===== config.mk =====
export PLATFORM = sky130hd
export DESIGN_NAME = scpc_top
export DESIGN_NICKNAME = d
export VERILOG_FILES = /design/src/scpc_pkg.sv /design/src/scpc_div.sv /design/src/scpc_top.sv
export SDC_FILE = /design/constraint.sdc
export NUM_CORES = 1
export LEC_CHECK = 0
export BUFFER_PORTS_ARGS = -buffer_cell sky130_fd_sc_hd__buf_2
export CAP_MARGIN = 15
export CORE_ASPECT_RATIO = 0.7
export CORE_MARGIN = 8
export CORE_UTILIZATION = 41
export CTS_CLUSTER_SIZE = 16
export DETAILED_ROUTE_END_ITERATION = 16
export SETUP_SLACK_MARGIN = 0.02
export SLEW_MARGIN = 25
export SYNTH_ARGS = -nofsm -noshare
export SYNTH_HDL_FRONTEND = slang
export SYNTH_SLANG_ARGS = --single-unit

===== constraint.sdc =====
create_clock -name clock -period 3.21 [get_ports clock]
set_input_delay 0.321 -clock clock [delete_from_list [all_inputs] [get_ports clock]]
set_output_delay 0.321 -clock clock [all_outputs]
set_load 0.005 [all_outputs]

===== src/scpc_pkg.sv =====
// Package with register map, reset values and timing for the clock prescaler control
package scpc_pkg;
  localparam logic [15:0] SCPC_SLOW_OSC_MODE_ADDR = 16'hff58;
  localparam logic [15:0] SCPC_PERIPH_DIV_ADDR    = 16'hfff3;
  localparam logic [15:0] SCPC_CPU_DIV_ADDR       = 16'hfffb;
  localparam logic [7:0]  SCPC_SLOW_OSC_MODE_RST  = 8'h00;
  localparam logic [7:0]  SCPC_PERIPH_DIV_RST     = 8'h02;
  localparam logic [7:0]  SCPC_CPU_DIV_RST        = 8'h02;
  localparam int          SCPC_HALT_BIT           = 0;
  localparam int          SCPC_CPU_SEL_BIT        = 1;
  localparam int          SCPC_PDIV_LO_BIT        = 0;
  localparam int          SCPC_PDIV_HI_BIT        = 1;
  localparam int          SCPC_CLK_PERIOD_PS      = 10000;
  localparam int          SCPC_STOP_MIN_NS        = 277000;
  localparam int          SCPC_STOP_MIN_CYC       = (SCPC_STOP_MIN_NS * 1000 + SCPC_CLK_PERIOD_PS - 1)
                                                    / SCPC_CLK_PERIOD_PS;

  typedef struct packed {
    logic       wr;
    logic       bit_op;
    logic [2:0] bit_sel;
    logic [15:0] addr;
    logic [7:0] wdata;
  } scpc_wr_t;

  typedef struct packed {
    logic cpu_en;
    logic periph_en;
  } scpc_en_t;
endpackage


===== src/scpc_div.sv =====
// Power-of-two clock enable divider, switching ratio only at period boundaries
`timescale 1ns/10ps
module scpc_div
  import scpc_pkg::*;
#(
  parameter int WIDTH = 4
)(
  input  wire logic             clock,
  input  wire logic             rst,
  input  wire logic             in_en,
  input  wire logic [1:0]       log2_ratio,
  output logic                  out_en
);
  logic [WIDTH-1:0] cnt_q, cnt_d;
  logic [1:0]       ratio_q, ratio_d;
  logic [WIDTH-1:0] top;

  always_comb
  begin
    top     = WIDTH'((1 << ratio_q) - 1);
    cnt_d   = cnt_q;
    ratio_d = ratio_q;
    out_en  = 1'b0;
    if (in_en)
    begin
      if (cnt_q >= top)
      begin
        out_en  = 1'b1;
        cnt_d   = '0;
        ratio_d = log2_ratio; // Ratio changes only at period end
      end
      else
      begin
        cnt_d = cnt_q + 1'b1;
      end
    end
  end

  always_ff @(posedge clock)
  begin
    if (rst)
    begin
      cnt_q   <= '0;
      ratio_q <= 2'd0;
    end
    else
    begin
      cnt_q   <= cnt_d;
      ratio_q <= ratio_d;
    end
  end
endmodule


===== src/scpc_top.sv =====
// System clock prescaler control: registers, source select, power-on stop, dividers
// Functional notes
// - Reset loads both divider registers with 02h.
// - CPU clock divides system clock by 1,2,4,4,8,16 per codes; others prohibited.
// - Peripheral clock is divide-by-2 at 01h, divide-by-4 at 02h.
// - Peripheral field 00 gives undivided clock; 11 prohibited.
// - Peripheral clock derives from system clock; CPU clock from peripheral clock.
// - Non-stoppable option ignores mode writes, keeps oscillator, forces watchdog source.
// - Mode bit 0: 0 oscillates, 1 stops, when software stop permitted.
// - Reset clears slow oscillator mode register to 00h.
// - Slow oscillator always starts after reset release.
// - Registers accept single-bit and whole-byte writes.
// - System clock source chosen only by boot option.
// - Fast oscillator selected releases external clock pin as port.
// - Fast oscillator source starts CPU without stabilization wait.
// - After power-on, operation stopped 277 us to 1.075 ms, option read first.
`timescale 1ns/10ps
module scpc_top
  import scpc_pkg::*;
#(
  parameter int STOP_CYCLES = SCPC_STOP_MIN_CYC
)(
  input  wire logic        clock,
  input  wire logic        rst,
  input  wire logic        opt_use_ext_clock,
  input  wire logic        opt_slow_osc_fixed,
  input  wire logic        fast_osc_tick,
  input  wire logic        ext_clock_pin,
  input  wire logic        wr,
  input  wire logic        bit_op,
  input  wire logic [2:0]  bit_sel,
  input  wire logic [15:0] addr,
  input  wire logic [7:0]  wdata,
  output logic [7:0]       rdata,
  output logic             cpu_clk_en,
  output logic             periph_clk_en,
  output logic             slow_osc_run,
  output logic             watchdog_src_forced,
  output logic             ext_pin_is_port,
  output logic             clock_ready
);
  typedef enum logic [1:0] {SCPC_STOPPED, SCPC_RUNNING} scpc_state_t;

  localparam int                STOP_W    = $clog2(STOP_CYCLES + 1);
  localparam logic [STOP_W-1:0] STOP_LAST = STOP_W'(STOP_CYCLES - 1);

  scpc_wr_t    req;
  scpc_en_t    en;
  scpc_state_t state_q, state_d;
  logic [STOP_W-1:0] stop_q, stop_d;
  logic        use_ext_q, use_ext_d, fixed_q, fixed_d;
  logic        halt_q, halt_d, cpu_sel_q, cpu_sel_d;
  logic [1:0]  pdiv_q, pdiv_d;
  logic [7:0]  rdata_d;
  logic [7:0]  cpu_m, pdiv_m, halt_m;
  logic        sys_tick;
  logic [1:0]  cpu_log2;

  assign req = '{wr: wr, bit_op: bit_op, bit_sel: bit_sel, addr: addr, wdata: wdata};

  function automatic logic [7:0] merge(input logic [7:0] cur, input scpc_wr_t r);
    logic [7:0] v;
    v = cur;
    if (r.bit_op)
      v[r.bit_sel] = r.wdata[0]; // Single-bit write
    else
      v = r.wdata; // Whole-byte write
    return v;
  endfunction

  always_comb
  begin
    state_d   = state_q;
    stop_d    = stop_q;
    use_ext_d = use_ext_q;
    fixed_d   = fixed_q;
    halt_d    = halt_q;
    cpu_sel_d = cpu_sel_q;
    pdiv_d    = pdiv_q;
    // Merged write values, built on current contents with unused bits at zero
    cpu_m     = merge({6'h00, cpu_sel_q, 1'b0}, req);
    pdiv_m    = merge({6'h00, pdiv_q}, req);
    halt_m    = merge({7'h00, halt_q}, req);
    case (state_q)
      SCPC_STOPPED:
      begin
        use_ext_d = opt_use_ext_clock; // Option sampled during stop
        fixed_d   = opt_slow_osc_fixed;
        if (stop_q >= STOP_LAST)
          state_d = SCPC_RUNNING; // Clock supplied only after stop time
        else
          stop_d = stop_q + 1'b1;
      end
      SCPC_RUNNING:
      begin
        if (req.wr && req.addr == SCPC_CPU_DIV_ADDR)
          cpu_sel_d = cpu_m[SCPC_CPU_SEL_BIT]; // Others ignored
        if (req.wr && req.addr == SCPC_PERIPH_DIV_ADDR)
          pdiv_d = pdiv_m[1:0];
        if (req.wr && req.addr == SCPC_SLOW_OSC_MODE_ADDR && !fixed_q)
          halt_d = halt_m[SCPC_HALT_BIT]; // Writes void when fixed
      end
      default: state_d = SCPC_STOPPED;
    endcase
    case (addr)
      SCPC_CPU_DIV_ADDR:       rdata_d = {6'h00, cpu_sel_q, 1'b0};
      SCPC_PERIPH_DIV_ADDR:    rdata_d = {6'h00, pdiv_q};
      SCPC_SLOW_OSC_MODE_ADDR: rdata_d = {7'h00, halt_q};
      default:                 rdata_d = 8'h00;
    endcase
  end

  // Fast source needs no stabilization wait; both run straight after stop time
  assign sys_tick = (state_q == SCPC_RUNNING) && (use_ext_q ? ext_clock_pin : fast_osc_tick);

  // CPU ratio = peripheral ratio times 4 when cpu_sel set, times 1 when clear: 1,2,4,4,8,16
  assign cpu_log2 = cpu_sel_q ? 2'd2 : 2'd0;

  scpc_div #(.WIDTH(2)) u_periph_div (
    .clock      (clock),
    .rst        (rst),
    .in_en      (sys_tick),
    .log2_ratio (pdiv_q == 2'b11 ? 2'd0 : pdiv_q), // 00 /1, 01 /2, 10 /4
    .out_en     (en.periph_en)
  );

  scpc_div #(.WIDTH(2)) u_cpu_div (
    .clock      (clock),
    .rst        (rst),
    .in_en      (en.periph_en), // CPU divides peripheral clock
    .log2_ratio (cpu_log2),
    .out_en     (en.cpu_en)
  );

  always_ff @(posedge clock)
  begin
    if (rst)
    begin
      state_q             <= SCPC_STOPPED;
      stop_q              <= '0;
      use_ext_q           <= 1'b0;
      fixed_q             <= 1'b0;
      halt_q              <= SCPC_SLOW_OSC_MODE_RST[SCPC_HALT_BIT];
      cpu_sel_q           <= SCPC_CPU_DIV_RST[SCPC_CPU_SEL_BIT];
      pdiv_q              <= SCPC_PERIPH_DIV_RST[1:0];
      rdata               <= 8'h00;
      cpu_clk_en          <= 1'b0;
      periph_clk_en       <= 1'b0;
      slow_osc_run        <= 1'b1;
      watchdog_src_forced <= 1'b0;
      ext_pin_is_port     <= 1'b0;
      clock_ready         <= 1'b0;
    end
    else
    begin
      state_q             <= state_d;
      stop_q              <= stop_d;
      use_ext_q           <= use_ext_d;
      fixed_q             <= fixed_d;
      halt_q              <= halt_d;
      cpu_sel_q           <= cpu_sel_d;
      pdiv_q              <= pdiv_d;
      rdata               <= rdata_d;
      cpu_clk_en          <= en.cpu_en;
      periph_clk_en       <= en.periph_en;
      slow_osc_run        <= fixed_q || !halt_q;
      watchdog_src_forced <= fixed_q;
      ext_pin_is_port     <= (state_q == SCPC_RUNNING) && !use_ext_q;
      clock_ready         <= state_q == SCPC_RUNNING;
    end
  end

  // Checks on registers, stop time, dividers, slow oscillator, source start and pin release
  AST_RESET_DIV: assert property (@(posedge clock) rst |=> pdiv_q == 2'b10 && cpu_sel_q)
    else $error("Divider reset values wrong");
  AST_NO_CLK_STOP: assert property (@(posedge clock) disable iff (rst)
      state_q == SCPC_STOPPED |=> !periph_clk_en)
    else $error("Clock during stop time");
  AST_CPU_STOP: assert property (@(posedge clock) disable iff (rst)
      state_q == SCPC_STOPPED |=> !cpu_clk_en)
    else $error("CPU clock during stop time");
  AST_STOP_WR: assert property (@(posedge clock) disable iff (rst)
      state_q == SCPC_STOPPED |=> $stable(pdiv_q) && $stable(cpu_sel_q) && $stable(halt_q))
    else $error("Register written during stop time");
  AST_FIXED_RUN: assert property (@(posedge clock) disable iff (rst)
      fixed_q |=> slow_osc_run && watchdog_src_forced)
    else $error("Fixed slow oscillator stopped");
  AST_FIXED_WR: assert property (@(posedge clock) disable iff (rst)
      fixed_q |=> $stable(halt_q))
    else $error("Mode write taken while fixed");
  AST_HALT: assert property (@(posedge clock) disable iff (rst)
      !fixed_q && halt_q |=> !slow_osc_run)
    else $error("Halt bit ignored");
  AST_SLOW_RST: assert property (@(posedge clock) rst |=> halt_q == 1'b0)
    else $error("Mode register reset wrong");
  AST_SLOW_START: assert property (@(posedge clock) rst |=> slow_osc_run)
    else $error("Slow oscillator not running after reset");
  AST_PDIV_WR: assert property (@(posedge clock) disable iff (rst)
      state_q == SCPC_RUNNING && wr && !bit_op && addr == SCPC_PERIPH_DIV_ADDR |=> pdiv_q == $past(wdata[1:0]))
    else $error("Byte write to peripheral divider lost");
  AST_CPU_WR: assert property (@(posedge clock) disable iff (rst)
      state_q == SCPC_RUNNING && wr && bit_op && bit_sel == 3'd1 && addr == SCPC_CPU_DIV_ADDR |=> cpu_sel_q == $past(wdata[0]))
    else $error("Bit write to CPU divider lost");
  AST_CPU_SUB: assert property (@(posedge clock) disable iff (rst)
      en.cpu_en |-> en.periph_en)
    else $error("CPU tick without peripheral tick");
  AST_DIV1: assert property (@(posedge clock) disable iff (rst)
      en.periph_en && pdiv_q == 2'b00 ##1 !sys_tick ##1 sys_tick |-> en.periph_en)
    else $error("Undivided peripheral clock missing");
  AST_FAST_START: assert property (@(posedge clock) disable iff (rst)
      $rose(clock_ready) && !use_ext_q |-> ##[0:16] periph_clk_en)
    else $error("Fast source start delayed");
  AST_RDZERO: assert property (@(posedge clock) disable iff (rst)
      addr == SCPC_CPU_DIV_ADDR |=> rdata[7:2] == 6'h00 && rdata[0] == 1'b0)
    else $error("Unused bits not zero");
  AST_PORT: assert property (@(posedge clock) disable iff (rst)
      state_q == SCPC_RUNNING && !use_ext_q |=> ext_pin_is_port)
    else $error("External pin not released");
  AST_PIN_EXT: assert property (@(posedge clock) disable iff (rst)
      use_ext_q |=> !ext_pin_is_port)
    else $error("External clock pin released as port");
endmodule


==> flow_summary.json <==
{
  "setup_viol_count_final": 0,
  "wl_met2_mm": 1.680,
  "grt_max_degree": 54,
  "num_rows": 21,
  "syn_area_mm2": 0.002012,
  "max_stage_delay_ns": 0.40,
  "die-area_mm2": 0.007440,
  "synthArstFlopShare_pct": 0,
  "grt_pass1_vias": 1645,
  "crit_path_max_fanout": 6,
  "worst_hold_path_type": "in2reg",
  "reg2reg_slack_ns": 1.26,
  "synth.area.top_cells": "dfxtp_1 37%, nor2b_1 4.0%, mux2i_1 4.0%, mux2_2 3.9%, nand2b_1 3.7%",
  "grt_overflow": 0,
  "vias": 1706,
  "cap_violations": 0,
  "grt_first_pass_wirelength_mm": 7.341,
  "die_w_um": 99.73,
  "clkSinkCount": 37,
  "synth.top_cell.area_share_pct": 36.82,
  "synth-seq-area-share_pct": 36.82,
  "clock.fmax_mhz": 512.1,
  "r2r_cells": 5,
  "core-area_mm2": 0.004756,
  "cts_buffer_depth": 2,
  "wl_met3_um": 185,
  "routed.top_layer": "met4",
  "synth_area_per_cell_um2": 8.863,
  "reg2reg_to": "stop_q[12]",
  "cp_slowest_cell": "dfxtp_1",
  "drt-met1-wl_mm": 2.318,
  "tightest_slew_ns": 0.8947,
  "yosysMostFrequentCell": "dfxtp_1",
  "hold_buffers": 0,
  "setup_tns_ns": 0,
  "io_buffers": 36,
  "p_leak_nw": 0.8872,
  "crit-reg2reg-launch": "stop_q[0]",
  "status": "complete, no violations",
  "synth_edf_count": 0,
  "drive_gt1_share_pct": 22.90,
  "antenna_found_initial": 0,
  "clock_latency_ns": 0.28,
  "antennaDiodeCount": 0,
  "rsz0062_at_grt": "false",
  "ant_nets": 0,
  "min_path_cells": 3,
  "cts_setup_buffers": 0,
  "period_share_pct": 60.84,
  "cp-end-kind": "flip-flop",
  "hold_path_end": "use_ext_q",
  "crit_chain": "ha_1 -> nand3_1 -> or3_4 -> a211oi_1 -> mux2_1",
  "synthCells": 227,
  "routedWlPerCell_um": 12.76,
  "routabilityCongestion": 0.8749,
  "grtUsageTotal_pct": 12.10,
  "relSlewSlack_pct": 39.81,
  "path_clk_slew_ns": 0.07,
  "p_per_area_mw_per_mm2": 364.5,
  "drt-initial-drc-count": 97,
  "yosysWarnings": 0,
  "ys_ff_latch": 37,
  "drv_slew": 0,
  "critPathLaunchType": "flip-flop",
  "crit_arrival_ns": 2.12,
  "dp_hpwl_mm": 3.136,
  "worstPathRequired_ns": 3.38,
  "critical_path.top_delay_family": "simple AND/OR/NAND/NOR gates",
  "synth_ff_type": "dfxtp_1",
  "drc": 0,
  "dieHeight_um": 74.61,
  "synthToLayoutAreaGrowth_pct": 14.49,
  "tritoncts": "built",
  "num_io_pins": 49,
  "hold_viol": 0,
  "worst_hold_slack_ns": 0.2691,
  "synthDistinctLibCells": 47,
  "start_util_pct": 42.30,
  "vdd_drop_max_uv": 184.6,
  "crit_type": "reg2reg",
  "vias_per_cell": 5.154,
  "nets": 301,
  "numCtsBuffers": 5,
  "yosysTopAreaCell": "dfxtp_1",
  "fin_crit_ns": 1.953,
  "holdCritStartpoint": "opt_use_ext_clock",
  "htreeDepth": 2,
  "clock_skew_ns": 0.007648,
  "root_buffer": "clkbuf_8",
  "cts-resized-gates": 0,
  "critical_path_buf_inv_count": 0,
  "yosys-top-cells-count": "37 x dfxtp_1, 18 x nor2_1, 13 x a21oi_1, 13 x nor2b_1, 12 x nand2b_1",
  "first_pass_iters": 4,
  "routed_wl_mm": 4.224
}
cells by family after synthesis:
family                     Yosys count  synth area share [%]
and+or+nand+nor                    104                 30.41
AOI/OAI and AO/OA                   39                 13.56
DFF                                 37                 36.82
buffers and inverters               21                 5.472
muxes                               18                 9.577
adders and majority gates            5                 3.109
xor gates and xnor gates             2                0.8708
other                                1                0.1864
per-stage QoR:
stage               cell area [um^2]  setup WS (ns)  std cells  util (%)  total power [mW]
finish                          2303          1.257        331     48.43            0.8396
global route                    2303          1.095        331     48.43            0.8841
CTS                             2303          1.250        331     48.43            0.8547
detailed placement              2217          1.248        323     46.62            0.5375
global placement                2217          1.290        323     46.62            0.5361
floorplan                       2031          1.458        232         -            0.5174
final cells by class:
cell class	count	area (um^2)
fillers	489	2452
multi-input cells	174	1180
flip-flops and latches	37	740.7
repair buffers	37	187.7
well taps	69	86.33
clock buffers	5	68.82
inverters	6	22.52
clock inverters	3	17.52
worst max path at each step:
| stage | endpoint | slack, ns | from | cells past startpoint |
|---|---|---|---|---|
| 2_1_floorplan | stop_q[12] | 1.46 | stop_q[0] | 5 |
| 5_1_grt | stop_q[12] | 1.09 | stop_q[0] | 5 |
| 3_3_place_gp | stop_q[12] | 1.29 | stop_q[0] | 5 |
| 3_5_place_dp | stop_q[12] | 1.25 | stop_q[0] | 5 |
| 6_report | stop_q[12] | 1.26 | stop_q[0] | 5 |
| 4_1_cts | stop_q[12] | 1.25 | stop_q[0] | 5 |
where the power goes:
part	switching, mW	internal [mW]
Clock	0.163	0.150
Combinational	0.0299	0.0268
Sequential	0.00605	0.464
Total	0.199	0.640
cell usage in the layout, fill, tap and decap left out, types with 2 or more instances in the layout:
master     n
dfxtp_1   37
buf_2     36
nor2_1    18
a21oi_1   13
nor2b_1   13
nand2b_1  12
nand3_1   10
nand2_1    9
mux2i_1    8
nor4_1     8
nand4_1    7
mux2_2     7
o21ai_0    7
inv_1      6
nor3_1     6
a211oi_1   6
conb_1     6
nand4b_1   5
ha_1       5
clkbuf_8   5
nand3b_1   4
mux2_1     3
or2_2      2
or3_1      2
o31ai_1    2
nor4b_1    2
clkinv_2   2
state kept, by name, indices dropped and copies added, names as in the netlist:
register and flops:
clock_ready 1, cpu_clk_en 1, cpu_sel_q 1, ext_pin_is_port 1
fixed_q 1, halt_q 1, pdiv_q 2, periph_clk_en 1
rdata 2, slow_osc_run 1, state_q 1, stop_q 15
u_cpu_div.cnt_q 2, u_cpu_div.ratio_q 1, u_periph_div.cnt_q 2, u_periph_div.ratio_q 2
use_ext_q 1, watchdog_src_forced 1
metal layers:
metal	vias up	global-route usage, %
met3	2	3.232
met5	-	0
li1	897	-
met4	0	5.008
met1	778	16.59
met2	29	17.46
worst reg2reg max path, stage by stage, from the launching register on:
cell	delay [ns]
dfxtp_1	0.40
ha_1	0.30
nand3_1	0.15
or3_4	0.38
a211oi_1	0.27
mux2_1	0.34
No activity file was read; power rests on OpenSTA's default activity.
